$ cat config.mk
export PLATFORM = sky130hd
export DESIGN_NAME = battery_monitor_config_regs
export DESIGN_NICKNAME = d
export VERILOG_FILES = /design/src/monitor_cfg_pkg.sv /design/src/battery_monitor_config_regs.sv /design/src/step_timer.sv
export SDC_FILE = /design/constraint.sdc
export NUM_CORES = 1
export LEC_CHECK = 0
export BUFFER_PORTS_ARGS = -buffer_cell sky130_fd_sc_hd__buf_2
export CAP_MARGIN = 15
export CORE_ASPECT_RATIO = 1.2
export CORE_MARGIN = 5
export CORE_UTILIZATION = 35
export DETAILED_ROUTE_END_ITERATION = 10
export GPL_TIMING_DRIVEN = 0
export PLACE_DENSITY = 0.48
export SLEW_MARGIN = 20
export SYNTH_ARGS = -nofsm -noshare
export SYNTH_HDL_FRONTEND = slang
export SYNTH_SLANG_ARGS = --single-unit
$ cat constraint.sdc
create_clock -name clk -period 2.9 [get_ports clk]
set_input_delay 0 -clock clk [delete_from_list [all_inputs] [get_ports clk]]
set_output_delay 0 -clock clk [all_outputs]
set_load 0.1 [all_outputs]
$ cat src/monitor_cfg_pkg.sv
package monitor_cfg_pkg;

	// ==========================================================
	// Clock and time bases
	// ==========================================================
	localparam int CLK_HZ          = 200_000_000;   // System clock rate
	localparam int TICK_TIME_MS    = 1;             // Base prescaler period, ms
	localparam int TICK_CYCLES     = CLK_HZ / 1000 * TICK_TIME_MS;
	localparam int STEP_TIME_MS    = 71_500;        // One timer step, 71.5 s
	localparam int ALERT_SLOW_HZ   = 100;           // Dynamic alert rates
	localparam int ALERT_MID_HZ    = 1_000;
	localparam int ALERT_FAST_HZ   = 10_000;
	localparam int HALF_SLOW_CYC   = CLK_HZ / (2 * ALERT_SLOW_HZ);
	localparam int HALF_MID_CYC    = CLK_HZ / (2 * ALERT_MID_HZ);
	localparam int HALF_FAST_CYC   = CLK_HZ / (2 * ALERT_FAST_HZ);

	// ==========================================================
	// Register addresses (6-bit register field of a write frame)
	// ==========================================================
	localparam logic [5:0] REG_CTRL_LOW     = 6'h0E;
	localparam logic [5:0] REG_CELL_HIGH    = 6'h0F;
	localparam logic [5:0] REG_CELL_LOW     = 6'h10;
	localparam logic [5:0] REG_AUX_HIGH     = 6'h11;
	localparam logic [5:0] REG_AUX_LOW      = 6'h12;
	localparam logic [5:0] REG_ALERT_CFG    = 6'h13;
	localparam logic [5:0] REG_BALANCE      = 6'h14;
	localparam logic [5:0] REG_BAL_TMR_BASE = 6'h15;   // Six timers, 0x15..0x1A
	localparam logic [5:0] REG_SLEEP_TMR    = 6'h1B;

	// ==========================================================
	// Reset values
	// ==========================================================
	localparam logic [7:0] CTRL_LOW_RESET   = 8'h13;   // Readback, increment, bit4 set
	localparam logic [7:0] HIGH_LIMIT_RESET = 8'hFF;
	localparam logic [7:0] LOW_LIMIT_RESET  = 8'h00;
	localparam logic [7:0] ALERT_RESET      = 8'h00;
	localparam logic [5:0] BALANCE_RESET    = 6'h00;
	localparam logic [4:0] TIMER_RESET      = 5'h00;

	// ==========================================================
	// Field positions
	// ==========================================================
	localparam int CTRL_READBACK_BIT = 0;
	localparam int CTRL_INC_BIT      = 1;
	localparam int CTRL_LOCK_BIT     = 2;
	localparam int CTRL_TERM_BIT     = 3;
	localparam int CTRL_ACQ_LSB      = 5;
	localparam int BAL_LSB           = 2;       // Balance bits live in [7:2]
	localparam int TMR_LSB           = 3;       // Timer code lives in [7:3]
	localparam int ALERT_FREQ_LSB    = 2;       // Alert rate select in [3:2]
	localparam int FRAME_BITS        = 32;
	localparam logic [2:0] FRAME_PATTERN = 3'h2;
	localparam int NUM_BALANCE       = 6;

	// ==========================================================
	// Enumerations
	// ==========================================================
	typedef enum logic [1:0] {ALERT_PASS, ALERT_STATIC, ALERT_DYNAMIC, ALERT_RSVD} alert_mode_t;
	typedef enum logic [1:0] {RATE_SLOW, RATE_MID, RATE_FAST, RATE_RSVD} alert_rate_t;

	// ==========================================================
	// Carriers
	// ==========================================================
	typedef struct packed {
		logic [4:0] dev_addr;   // Device address, already bit-reversed
		logic [5:0] reg_addr;   // Target register
		logic [7:0] data;       // Data byte
		logic       all;        // Write to every device in the chain
	} write_cmd_t;

	typedef struct packed {
		logic [4:0] remain;     // Steps left
		logic       running;    // Counting
		logic       expired;    // One-cycle expiry pulse
	} step_timer_state_t;

	typedef struct packed {
		logic [1:0]            sclk_s, cs_s, sdi_s, alert_s, pdpin_s; // [0] first stage
		logic                  sclk_prev, cs_prev, pdpin_prev;
		logic [31:0]           shift;
		logic [5:0]            bits;
		logic [7:0]            ctrl_low, cell_hi, cell_lo, aux_hi, aux_lo, alert_cfg;
		logic [5:0]            balance;
		logic [5:0][4:0]       bal_tmr;
		logic [4:0]            sleep_tmr;
		logic                  locked;
		logic [4:0]            dev_addr, crc_addr, fwd_addr;
		logic                  fwd_valid;
		logic                  cell_fault, aux_fault;
		logic                  alert_out, square;
		logic [19:0]           half_cnt;
		logic [17:0]           ms_cnt;
		logic [16:0]           step_cnt;
		logic                  step_tick;
		logic                  asleep, power_down;
		logic [6:0]            load;      // [5:0] balance timers, [6] sleep timer
		logic [5:0]            bal_out;
	} core_state_t;

endpackage : monitor_cfg_pkg

$ cat src/battery_monitor_config_regs.sv
//
// Contract
// RULE1: Acquisition time from two-bit field, reset 00
// RULE2: Host uses termination only with longest acquisition
// RULE3: Lock high captures address for CRC
// RULE4: Lock low: CRC uses address zero
// RULE5: Increment bit adds one when forwarding address
// RULE6: Readback bit enables chain register readback
// RULE7: Alert when cell result above high limit
// RULE8: Alert when cell result below low limit
// RULE9: Alert when auxiliary result above high limit
// RULE10: Alert when auxiliary result below low limit
// RULE11: Static alert idles high, low on fault
// RULE12: Dynamic alert square wave at chosen rate
// RULE13: Host sets mode only on top device
// RULE14: Pass incoming alert, or force low on fault
// RULE15: Balance bits 7..2 drive six outputs
// RULE16: Balance cleared at reset, soft reset, wake
// RULE17: Per-output five-bit timer, 71.5 s steps
// RULE18: Zero timer code leaves output manual
// RULE19: Auto power-down after five-bit step count
// RULE20: Power-down timer overrides balance timers
// RULE21: Soft reset defaults all except control low
// RULE22: Expired timer clears output; zero disables sleep
// RULE23: Tick and alert rates from fixed prescalers
//
`timescale 1ns/100ps
module battery_monitor_config_regs
	import monitor_cfg_pkg::*;
#(
	parameter int TICK_CYC   = TICK_CYCLES,    // Cycles per 1 ms prescaler tick
	parameter int STEP_TICKS = STEP_TIME_MS,   // Prescaler ticks per 71.5 s step
	parameter int HALF_SLOW  = HALF_SLOW_CYC,  // Half period of slow square wave
	parameter int HALF_MID   = HALF_MID_CYC,   // Half period of middle square wave
	parameter int HALF_FAST  = HALF_FAST_CYC   // Half period of fast square wave
)(
	input  wire logic       clk,
	input  wire logic       rst_b,
	input  wire logic       sclk,              // Serial clock pin, idles low
	input  wire logic       cs_b,              // Frame select pin
	input  wire logic       sdi,               // Serial data in pin
	input  wire logic       alert_in,          // Alert from the device above
	input  wire logic       power_down_pin_b,  // Hardware power-down pin
	input  wire logic       soft_reset,        // Software reset level, same clock
	input  wire logic       result_valid,      // A conversion result is present
	input  wire logic       result_is_aux,     // Result belongs to an auxiliary input
	input  wire logic [7:0] result_level,      // Result scaled to the limit code
	output logic            alert_out,         // Alert toward the device below
	output logic [5:0]      balance_output,    // Cell balance drives, bit 5 is output six
	output logic [1:0]      acquisition_time,  // Converter acquisition select
	output logic            thermistor_termination_pin,
	output logic            chain_readback_enable,
	output logic [4:0]      crc_device_address,
	output logic [4:0]      forward_device_address,
	output logic            forward_valid,     // Pulse with each accepted frame
	output logic            power_down
);

	// ==========================================================
	// Helpers
	// ==========================================================
	// Out-of-window test shared by cell and auxiliary results
	function automatic logic out_of_window(input logic [7:0] level,
	                                       input logic [7:0] high,
	                                       input logic [7:0] low);
		out_of_window = (level > high) || (level < low);
	endfunction : out_of_window

	// Decode a frame into a command; the address travels LSB first
	function automatic write_cmd_t decode(input logic [31:0] frame);
		write_cmd_t c;
		c.dev_addr = {frame[27], frame[28], frame[29], frame[30], frame[31]};
		c.reg_addr = frame[26:21];
		c.data     = frame[20:13];
		c.all      = frame[12];
		decode     = c;
	endfunction : decode

	// ==========================================================
	// State
	// ==========================================================
	core_state_t s_r;                 // Registered state
	core_state_t s_nxt;               // Next state
	logic [5:0]  bal_expired;         // Balance timer expiry pulses
	logic        sleep_expired;       // Power-down timer expiry pulse
	logic        sleep_running;       // Power-down timer counting
	logic [5:0]  bal_running;         // Balance timers counting

	// Balance timers; stop while software reset or powered down (sleep timer or pin)
	for (genvar g = 0; g < NUM_BALANCE; g++) begin : g_bal_tmr
		step_timer u_tmr (
			.clk     (clk),
			.rst_b   (rst_b),
			.load    (s_r.load[g]),
			.code    (s_r.bal_tmr[g]),
			.tick    (s_r.step_tick),                  // [RULE17]
			.stop    (soft_reset || s_r.power_down),   // [RULE20]
			.expired (bal_expired[g]),
			.running (bal_running[g])
		);
	end

	// Power-down timer
	step_timer u_sleep_tmr (
		.clk     (clk),
		.rst_b   (rst_b),
		.load    (s_r.load[NUM_BALANCE]),
		.code    (s_r.sleep_tmr),                      // [RULE19]
		.tick    (s_r.step_tick),
		.stop    (soft_reset || s_r.power_down),
		.expired (sleep_expired),
		.running (sleep_running)
	);

	// ==========================================================
	// Next-state logic
	// ==========================================================
	always_comb begin
		write_cmd_t  cmd;
		logic        frame_ok;
		logic        hit;
		logic [4:0]  own_addr;
		logic [19:0] half_lim;
		alert_mode_t mode;
		logic        fault;

		s_nxt       = s_r;
		cmd         = decode(s_r.shift);
		frame_ok    = 1'b0;
		hit         = 1'b0;
		own_addr    = 5'h00;
		half_lim    = 20'h00000;
		mode        = alert_mode_t'(s_r.alert_cfg[1:0]);
		fault       = 1'b0;
		s_nxt.load      = 7'h00;
		s_nxt.fwd_valid = 1'b0;
		s_nxt.step_tick = 1'b0;

		// Two-stage synchronisers; only stage [1] is read below
		s_nxt.sclk_s  = {s_r.sclk_s[0], sclk};
		s_nxt.cs_s    = {s_r.cs_s[0], cs_b};
		s_nxt.sdi_s   = {s_r.sdi_s[0], sdi};
		s_nxt.alert_s = {s_r.alert_s[0], alert_in};
		s_nxt.pdpin_s = {s_r.pdpin_s[0], power_down_pin_b};
		s_nxt.sclk_prev  = s_r.sclk_s[1];
		s_nxt.cs_prev    = s_r.cs_s[1];
		s_nxt.pdpin_prev = s_r.pdpin_s[1];

		// Serial receive: shift on falling SCLK while the frame is open
		if (s_r.cs_s[1]) begin
			// Counter cleared while deselected so every frame resynchronises
			s_nxt.bits = 6'h00;
		end else if (s_r.sclk_prev && !s_r.sclk_s[1]) begin
			s_nxt.shift = {s_r.shift[30:0], s_r.sdi_s[1]};
			if (s_r.bits != 6'h3F) begin
				s_nxt.bits = s_r.bits + 6'h01;
			end
		end

		// Frame closes on the rising edge of the select
		if (!s_r.cs_prev && s_r.cs_s[1]) begin
			// Only a full frame with the fixed tail pattern is executed
			frame_ok = (s_r.bits == 6'(FRAME_BITS)) && (s_r.shift[2:0] == FRAME_PATTERN);
		end

		// Address this device answers to
		own_addr = s_r.locked ? s_r.dev_addr : 5'h00;            // [RULE3] [RULE4]
		hit      = frame_ok && (cmd.all || cmd.dev_addr == own_addr);

		// Every good frame moves up the chain, address bumped if asked
		if (frame_ok) begin
			s_nxt.fwd_valid = 1'b1;
			if (s_r.ctrl_low[CTRL_INC_BIT]) begin
				s_nxt.fwd_addr = cmd.dev_addr + 5'h01;          // [RULE5]
			end else begin
				s_nxt.fwd_addr = cmd.dev_addr;                  // [RULE5]
			end
		end

		// Register writes
		if (hit) begin
			case (cmd.reg_addr)
				REG_CTRL_LOW: begin
					s_nxt.ctrl_low = cmd.data;                   // [RULE1] [RULE6]
					// Lock takes the address presented in this very command
					if (cmd.data[CTRL_LOCK_BIT]) begin
						s_nxt.locked   = 1'b1;                   // [RULE3]
						s_nxt.dev_addr = cmd.dev_addr;           // [RULE3]
					end else begin
						s_nxt.locked   = 1'b0;                   // [RULE4]
						s_nxt.dev_addr = 5'h00;                  // [RULE4]
					end
				end
				REG_CELL_HIGH: s_nxt.cell_hi   = cmd.data;      // [RULE7]
				REG_CELL_LOW:  s_nxt.cell_lo   = cmd.data;      // [RULE8]
				REG_AUX_HIGH:  s_nxt.aux_hi    = cmd.data;      // [RULE9]
				REG_AUX_LOW:   s_nxt.aux_lo    = cmd.data;      // [RULE10]
				REG_ALERT_CFG: s_nxt.alert_cfg = cmd.data;
				REG_BALANCE:   s_nxt.balance   = cmd.data[7:BAL_LSB]; // [RULE15]
				REG_SLEEP_TMR: begin
					s_nxt.sleep_tmr            = cmd.data[7:TMR_LSB];  // [RULE19]
					s_nxt.load[NUM_BALANCE]    = 1'b1;
				end
				default: begin
					// Balance timer block; other addresses are ignored here
					for (int i = 0; i < NUM_BALANCE; i++) begin
						if (cmd.reg_addr == REG_BAL_TMR_BASE + 6'(i)) begin
							s_nxt.bal_tmr[i] = cmd.data[7:TMR_LSB];   // [RULE17]
							s_nxt.load[i]    = 1'b1;
						end
					end
				end
			endcase
		end

		// Expired balance timer switches its output off
		for (int i = 0; i < NUM_BALANCE; i++) begin
			if (bal_expired[i]) begin
				s_nxt.balance[i] = 1'b0;                        // [RULE22]
			end
		end

		// Power-down: timer expiry or the hardware pin
		if (sleep_expired) begin
			s_nxt.asleep = 1'b1;                                // [RULE19]
		end
		s_nxt.power_down = s_nxt.asleep || !s_r.pdpin_s[1];

		// Leaving hardware power-down clears balance and wakes the part
		if (!s_r.pdpin_prev && s_r.pdpin_s[1]) begin
			s_nxt.asleep  = 1'b0;
			s_nxt.balance = BALANCE_RESET;                      // [RULE16]
		end

		// Software reset: defaults everywhere except the control low byte
		if (soft_reset) begin
			s_nxt.cell_hi   = HIGH_LIMIT_RESET;                 // [RULE21]
			s_nxt.cell_lo   = LOW_LIMIT_RESET;
			s_nxt.aux_hi    = HIGH_LIMIT_RESET;
			s_nxt.aux_lo    = LOW_LIMIT_RESET;
			s_nxt.alert_cfg = ALERT_RESET;
			s_nxt.balance   = BALANCE_RESET;                    // [RULE16]
			s_nxt.bal_tmr   = '0;
			s_nxt.sleep_tmr = TIMER_RESET;
			s_nxt.asleep    = 1'b0;
		end

		// Outputs follow the register, forced off while powered down
		s_nxt.bal_out = s_r.power_down ? 6'h00 : s_r.balance;   // [RULE15] [RULE18] [RULE20]
		s_nxt.crc_addr = own_addr;                              // [RULE3] [RULE4]

		// Limit checks, refreshed by each result of the matching kind
		if (result_valid) begin
			if (result_is_aux) begin
				s_nxt.aux_fault  = out_of_window(result_level, s_r.aux_hi, s_r.aux_lo);   // [RULE9] [RULE10]
			end else begin
				s_nxt.cell_fault = out_of_window(result_level, s_r.cell_hi, s_r.cell_lo); // [RULE7] [RULE8]
			end
		end
		fault = s_r.cell_fault || s_r.aux_fault;

		// Prescaler chain: 1 ms base, then 71.5 s steps; a 71.5 s count
		// at 200 MHz would not fit 32 bits, hence the two stages
		if (s_r.ms_cnt == 18'(TICK_CYC - 1)) begin
			s_nxt.ms_cnt = 18'h00000;
			if (s_r.step_cnt == 17'(STEP_TICKS - 1)) begin
				s_nxt.step_cnt  = 17'h00000;
				s_nxt.step_tick = 1'b1;                         // [RULE23]
			end else begin
				s_nxt.step_cnt = s_r.step_cnt + 17'h00001;
			end
		end else begin
			s_nxt.ms_cnt = s_r.ms_cnt + 18'h00001;
		end

		// Square-wave divider for the dynamic alert
		case (alert_rate_t'(s_r.alert_cfg[ALERT_FREQ_LSB +: 2]))
			RATE_MID:  half_lim = 20'(HALF_MID - 1);
			RATE_FAST: half_lim = 20'(HALF_FAST - 1);
			default:   half_lim = 20'(HALF_SLOW - 1);
		endcase
		if (s_r.half_cnt >= half_lim) begin
			s_nxt.half_cnt = 20'h00000;
			s_nxt.square   = !s_r.square;                       // [RULE12] [RULE23]
		end else begin
			s_nxt.half_cnt = s_r.half_cnt + 20'h00001;
		end

		// Alert output; any local fault pulls the line low in every mode
		case (mode)
			ALERT_STATIC:  s_nxt.alert_out = !fault;                    // [RULE11]
			ALERT_DYNAMIC: s_nxt.alert_out = !fault && s_r.square;      // [RULE12]
			ALERT_PASS:    s_nxt.alert_out = !fault && s_r.alert_s[1];  // [RULE14]
			default:       s_nxt.alert_out = !fault;
		endcase
	end

	// ==========================================================
	// State register
	// ==========================================================
	always_ff @(posedge clk) begin
		if (!rst_b) begin
			s_r           <= '0;
			s_r.sclk_s    <= 2'h0;
			s_r.cs_s      <= 2'h3;
			s_r.cs_prev   <= 1'b1;
			s_r.pdpin_s   <= 2'h3;
			s_r.pdpin_prev<= 1'b1;
			s_r.alert_s   <= 2'h3;
			s_r.ctrl_low  <= CTRL_LOW_RESET;                    // [RULE1] [RULE5] [RULE6]
			s_r.cell_hi   <= HIGH_LIMIT_RESET;
			s_r.cell_lo   <= LOW_LIMIT_RESET;
			s_r.aux_hi    <= HIGH_LIMIT_RESET;
			s_r.aux_lo    <= LOW_LIMIT_RESET;
			s_r.alert_cfg <= ALERT_RESET;
			s_r.balance   <= BALANCE_RESET;                     // [RULE16]
			s_r.alert_out <= 1'b1;
		end else begin
			s_r <= s_nxt;
		end
	end

	// ==========================================================
	// Outputs, all straight from the state register
	// ==========================================================
	assign alert_out                  = s_r.alert_out;
	assign balance_output             = s_r.bal_out;
	assign acquisition_time           = s_r.ctrl_low[CTRL_ACQ_LSB +: 2];  // [RULE1]
	// The host keeps this off unless acquisition is at its longest
	assign thermistor_termination_pin = s_r.ctrl_low[CTRL_TERM_BIT];
	assign chain_readback_enable      = s_r.ctrl_low[CTRL_READBACK_BIT]; // [RULE6]
	assign crc_device_address         = s_r.crc_addr;
	assign forward_device_address     = s_r.fwd_addr;
	assign forward_valid              = s_r.fwd_valid;
	assign power_down                 = s_r.power_down;

endmodule : battery_monitor_config_regs

$ cat src/step_timer.sv
`timescale 1ns/100ps
module step_timer
	import monitor_cfg_pkg::*;
(
	input  wire logic       clk,
	input  wire logic       rst_b,
	input  wire logic       load,      // Restart with a new code
	input  wire logic [4:0] code,      // Steps to run, zero keeps it idle
	input  wire logic       tick,      // One pulse per step
	input  wire logic       stop,      // Abandon the count
	output logic            expired,   // One cycle at the end of the last step
	output logic            running
);

	// ==========================================================
	// State
	// ==========================================================
	step_timer_state_t st_r;   // Registered state
	step_timer_state_t st_nxt; // Next state

	// Down-counter; a zero code never starts, so the output stays manual
	always_comb begin
		st_nxt         = st_r;
		st_nxt.expired = 1'b0;
		if (stop) begin
			st_nxt.running = 1'b0;
		end else if (load) begin
			st_nxt.remain  = code;
			st_nxt.running = (code != 5'h00);
		end else if (tick && st_r.running) begin
			// Last step ends the run
			st_nxt.remain = st_r.remain - 5'h01;
			if (st_r.remain == 5'h01) begin
				st_nxt.running = 1'b0;
				st_nxt.expired = 1'b1;
			end
		end
	end

	// Register the state
	always_ff @(posedge clk) begin
		if (!rst_b) begin
			st_r <= '0;
		end else begin
			st_r <= st_nxt;
		end
	end

	assign expired = st_r.expired;
	assign running = st_r.running;

endmodule : step_timer

## Word level (Yosys, flattened, before mapping)

Index checks and enable logic that the tools add are counted.

| cells by class | value |
|---|---|
| $add $sub $neg | 12 |
| $lt $le $gt $ge | 5 |
| equality and inequality tests | 30 |
| muxes and demuxes | 38 |
| bitwise gates (word level) | 13 |
| reduce and logical (&&, ||, !) cells | 104 |

Operators with widths:

| operator | number |
|---|---|
| $eq 6x5->1 const B | 12 |
| $reduce_and 2->1 | 28 |
| $reduce_or 4->1 | 13 |
| $mux 7 | 7 |
| $mux 6 | 8 |
| $pmux 20 s2 | 1 |
| $eq 5x1->1 const B | 7 |
| $reduce_bool 5->1 | 7 |
| $sub 5x1->5 const B | 7 |
| $reduce_bool 2->1 | 14 |
| $add 20x1->20 const B | 1 |
| $ge 20x20->1 | 1 |
| $add 18x1->18 const B | 1 |
| $eq 18x18->1 const B | 1 |
| $reduce_and 3->1 | 6 |
| $add 17x1->17 const B | 1 |
| $eq 17x17->1 const B | 1 |
| $mux 17 | 1 |
| $gt 8x8->1 | 2 |
| $lt 8x8->1 | 2 |
| $logic_and 1x1->1 | 14 |
| $mux 2 | 7 |
| $not 1->1 | 13 |
| $eq 6x4->1 const B | 2 |
| other kinds (18) | 45 |

| storage, ports and cells | value |
|---|---|
| flip-flop bits (word level) | 276 |
| bits of input ports | 18 |
| output and inout bits | 23 |
| logic and storage cells | 270 |

## Logic depth before layout (Yosys ltp)

| logic depth | value |
|---|---|
| depth after elaboration | 6 |
| mapped depth | 10 |
| mapped depth without buffers | 9 |

## Modules after synthesis

From an unflattened synthesis, not the netlist that was laid out.

| unflattened totals | value |
|---|---|
| cell total of the unflattened synthesis | 1,530 |
| area total of the unflattened synthesis | 13,474.2 um2 |

Modules (own cells, without submodules):

| module | instances | cells an instance | area an instance (um2) | seq. area each (um2) |
|---|---|---|---|---|
| battery_monitor_config_regs | 1 | 1,177 | 10,435.0 | 4,504.3 |
| step_timer at g_bal_tmr[0].u_tmr ... | 6 | 50 | 427.9 | 140.1 |
| step_timer at g_bal_tmr[3].u_tmr | 1 | 53 | 471.7 | 140.1 |

## Worst setup path before layout

No wires, ideal clock.

| path | value |
|---|---|
| path kind | reg2reg |
| start point | register s_r[135] (netlist bit) |
| end point | register s_r[53] (netlist bit) |
| setup time | 0.065 ns |
| arrival | 2.051 ns |
| required time | 2.835 ns |
| setup slack | 0.784 ns |
| stages on the path, launching flop included | 11 |
| buffers on the path | 1 |
| clock period less this slack | 2.116 ns |
| cells stage by stage | dfxtp_1 inv_1 ha_1 inv_1 ha_1 a21oi_1 nand2_1 a221oi_1 nand3_1 clkbuf_1 nor2_1 |

| on the way | value |
|---|---|
| cells in the longest elaborated chain, start to end | 4 |
| elaborated cells on any way between the ends | 5 |
| classes of those cells | 1 x order compare; 2 x eq/ne; 1 x mux; 1 x reduce/logical |

RTL lines:

| what | RTL line | text |
|---|---|---|
| start, declared | battery_monitor_config_regs.sv:82 | `core_state_t s_r;` |
| start signal, assigned | battery_monitor_config_regs.sv:319 | `s_r <= s_nxt;` |
| $eq 2x2->1 / $eq 2x1->1 (equally long branches) | battery_monitor_config_regs.sv:277 | `case (alert_rate_t'(s_r.alert_cfg[ALERT_FREQ_LSB +: 2]))` |
| $pmux 20 s2 (*) | battery_monitor_config_regs.sv:277 |  |
| $ge 20x20->1 (*) | battery_monitor_config_regs.sv:282 | `if (s_r.half_cnt >= half_lim) begin` |
| $reduce_or 2->1 (no line) (*) | -- |  |

Every way passes the cells marked *; elsewhere a longest branch is shown, timed or not.
A chain may end at the register's enable or synchronous reset.

## Worst setup path in the final report

| path | value |
|---|---|
| start point | register s_r[181] (netlist bit) |
| end point | register s_r[9] (netlist bit) |

| on the way | value |
|---|---|
| cells in the longest elaborated chain, start to end | 6 |

RTL lines:

| what | RTL line | text |
|---|---|---|
| $eq 6x6->1 | battery_monitor_config_regs.sv:163 | `frame_ok = (s_r.bits == 6'(FRAME_BITS)) && (s_r.shift[2:0] == FRAME_PATTERN);` |
| $logic_and 1x1->1 | battery_monitor_config_regs.sv:163 |  |
| $mux 1 | battery_monitor_config_regs.sv:161 | `if (!s_r.cs_prev && s_r.cs_s[1]) begin` |
| $logic_and 1x1->1 | battery_monitor_config_regs.sv:168 | `hit = frame_ok && (cmd.all \|\| cmd.dev_addr == own_addr);` |
| $not 1->1 (no line) | -- |  |
| $reduce_or 10->1 (no line) | -- |  |

No other way between the ends.

==> flow_summary.yaml <==
run_status:
  status: "complete, no violations"
critical_path:
  path_max_fanout: 10
  cp-end-kind: "flop"
  crit_path_start_kind: "flop"
  rrSetupSlack_ps: 220
  cp.required_ps: 3320
  path_class: "reg -> reg"
  slowest_delay_ps: 440
  crit_arrival_ps: 3100
  reg2reg_to: "s_r[9]"
  crit_family: "simple AND/OR/NAND/NOR gates"
  cp_cell_sequence: "inv_1 -> ha_1 -> nor4bb_1 -> and4b_1 -> clkbuf_1 -> buf_2 -> nand3_1 -> nor3_1"
  cpMaxStageDelayCell: "clkbuf_1"
  r2r-start: "s_r[181]"
  critPathBufInv: 3
  worstRegToRegCells: 8
timing:
  hold_viol_final: 0
  rsz0062_at_grt: "false"
  fmax_mhz: 374
  setup_viol: 0
  maxSlewViolCount: 0
  finalSetupTns_ps: 0
  period_share: 0.923
  clock-skew-final_ps: 14.7
  finalCriticalPeriod_ps: 2680
  final.setup.worst_slack_ps: 223
  relSlewSlack: 0.439
  tightest_slew_ps: 836
worst_hold_path:
  min-delay-start: "rst_b"
  min_path_type: "in -> reg"
  min_to: "s_r[220]"
  min_path_cells: 3
global_routing:
  antenna_found_initial: 0
  grt-ovfl-total: 0
  grt_pass1_wl_um: 54200
  grt_start_max_net_pins: 15
  grt_usage: 0.163
  grt_pass1_vias: 10100
power_and_ir_drop:
  powerDensity_nw_per_um2: 534
  p_total_w: 0.00790
  p_leak_nw: 5.87
  ir_drop_mv: 0.450
floorplanning:
  row_count: 77
  die_w_um: 185
  start_util: 0.352
  dieArea_um2: 40800
  die_h_um: 220
  core_um2: 36600
  ioPinCount: 41
finish:
  fin_cells: 2091
  layout_commonest_cell: "dfxtp_1"
  nets: 1676
  nFillCells: 3836
  drive_gt1_frac: 0.0841
  area_delta_synth_final_pct: 14.8
  diodes: 0
  final_cell_mix: "dfxtp_1 (274), nand2_1 (208), nor2_1 (155)"
  final_cell_area_um2: 14800
synth:
  yosysTopAreaCellShare: 0.426
  synth-edff-count: 0
  syn-cell-area_um2: 12900
  yosys_warnings: 0
  yosys-top-cells-area: "dfxtp_1 (43%), mux2i_1 (6.5%), ha_1 (6.2%), nand2_1 (6.1%), nor2_1 (4.5%)"
  synth_top_cell_by_area: "dfxtp_1"
  synth.avg_cell_area_um2: 8.52
  yosysSeqAreaShare: 0.426
  ys_ff_latch: 274
  async_flop_share: 0
  ys_types: 70
  syn_inst: 1512
  ys.flop_type: "dfxtp_1"
  syn-num-nets: 1594
place:
  dp_hpwl_um: 24400
  dp.cells: 2026
  place.gp.congestion: 0.810
  place_ws_ps: -32.6
  placed_cell_area_um2: 13700
  port_buffers: 40
drt:
  drtAntennaViolNets: 0
  dr.pass1.iters: 5
  routed_wl_um: 33800
  routedWlPerCell_um: 16.1
  drt_drc_violations_left: 0
  drt_iter0_drc: 380
  vias: 10400
  post_drt_via_cell_ratio: 4.98
clock_tree:
  cts_tree: "yes"
  clk_latency_ps: 560
  h-tree-depth: 1
  cts-buffers-inserted: 30
  clk_path_buf_depth: 3
  clock-sinks: 274
  clkTransAtPathRegs_ps: 60
  clock-root-buffer: "clkbuf_16"
job:
  max-cap-violations: 0
==> cells in the mapped netlist, types with 10 or more instances <==
library cell and number:
o21ai_0 81, nand4_1 28, and3_1 20, ha_1 64, a21oi_1 87, and2_1 14
a22oi_1 18, xor2_1 25, inv_1 61, or4_1 14, xnor2_1 23, buf_4 20
clkbuf_1 57, nor2b_1 14, nand2_1 208, nand2b_1 32, o211ai_1 17, nor3_1 33
dfxtp_1 274, buf_2 10, mux2i_1 84, nor2_1 155, nand3_1 54, a211oi_1 13
==> metrics by stage <==
step                      utilization  hold slack (ps)
after global routing            0.404             68.6
final                           0.404             22.0
after CTS                       0.404             41.5
after detailed placement        0.374              194
after global placement          0.374              184
after floorplan                     -              101
==> routing by layer <==
metal | global-route usage | vias to the layer above | share of wire
met5 | 0 | - | 0
met4 | 0.0299 | 0 | 0.012
met3 | 0.0196 | 29 | 0.029
met2 | 0.293 | 111 | 0.49
met1 | 0.213 | 4894 | 0.46
li1 | - | 5382 | -
==> power by group <==
group	total, W	switching (W)	internal (W)
combinational	0.000222	0.000158	0.0000641
sequential	0.00379	0.0000128	0.00378
clock	0.00388	0.00155	0.00233
total	0.00790	0.00172	0.00617
==> tightest hold or removal path, cell delays in order <==
cell and delay, ps:
buf_2 210, nand2b_1 80, clkbuf_1 180
==> cells by family (layout without fill, tap and decap cells) <==
kind of cell | Yosys count | after routing | share of synthesized area
buffers and inverters | 155 | 260 | 0.0533
AND/OR/NAND/NOR | 634 | 634 | 0.244
adder cells (fa/ha/maj) | 64 | 64 | 0.0622
multiplexers | 84 | 84 | 0.0653
XOR/XNOR | 48 | 48 | 0.0326
flip-flops | 274 | 274 | 0.426
AO/OA/AOI/OAI | 253 | 253 | 0.117
==> area by class of cell <==
| class | instances | area, µm² | area share |
|---|---|---|---|
| well taps | 474 | 593 | 0.0401 |
| repair buffers | 50 | 300 | 0.0203 |
| clock buffers | 47 | 916 | 0.0620 |
| flip-flops and latches | 274 | 5490 | 0.371 |
| plain buffers | 93 | 455 | 0.0308 |
| inverters | 62 | 233 | 0.0157 |
| multi-input cells | 1083 | 6710 | 0.454 |
| clock inverters | 8 | 90.1 | 0.00609 |
==> registers in the layout, summed over array words and instances (netlist names) <==
register / count
g_bal_tmr.u_tmr.running: 6
u_sleep_tmr.running: 1
acquisition_time: 2
chain_readback_enable: 1
forward_device_address: 5
thermistor_termination_pin: 1
alert_out: 1
crc_device_address: 5
s_r: 194
power_down: 1
g_bal_tmr.u_tmr.expired: 6
s_nxt: 8
balance_output: 6
u_sleep_tmr.expired: 1
g_bal_tmr.u_tmr.st_r: 30
u_sleep_tmr.st_r: 5
forward_valid: 1
==> repair_timing <==
item,in CTS,in global routing
setup endpoints to repair,1,0
hold endpoints to repair,7,0
hold buffers,10,0
buffers inserted,0,0
gates resized for setup,1,0
==> worst max-delay path by stage <==
stage | from | endpoint | slack [ps] | depth (start not counted)
finish | s_r[181] | s_r[9] | 220 | 8
global route | s_r[135] | s_r[53] | 50 | 10
CTS | s_r[181] | s_r[9] | 130 | 8
detailed placement | s_r[181] | s_r[9] | -30 | 8
global placement | s_r[181] | s_r[9] | -30 | 8
floorplan | s_r[135] | s_r[53] | 780 | 10
Power figures use the tool's default switching activity.
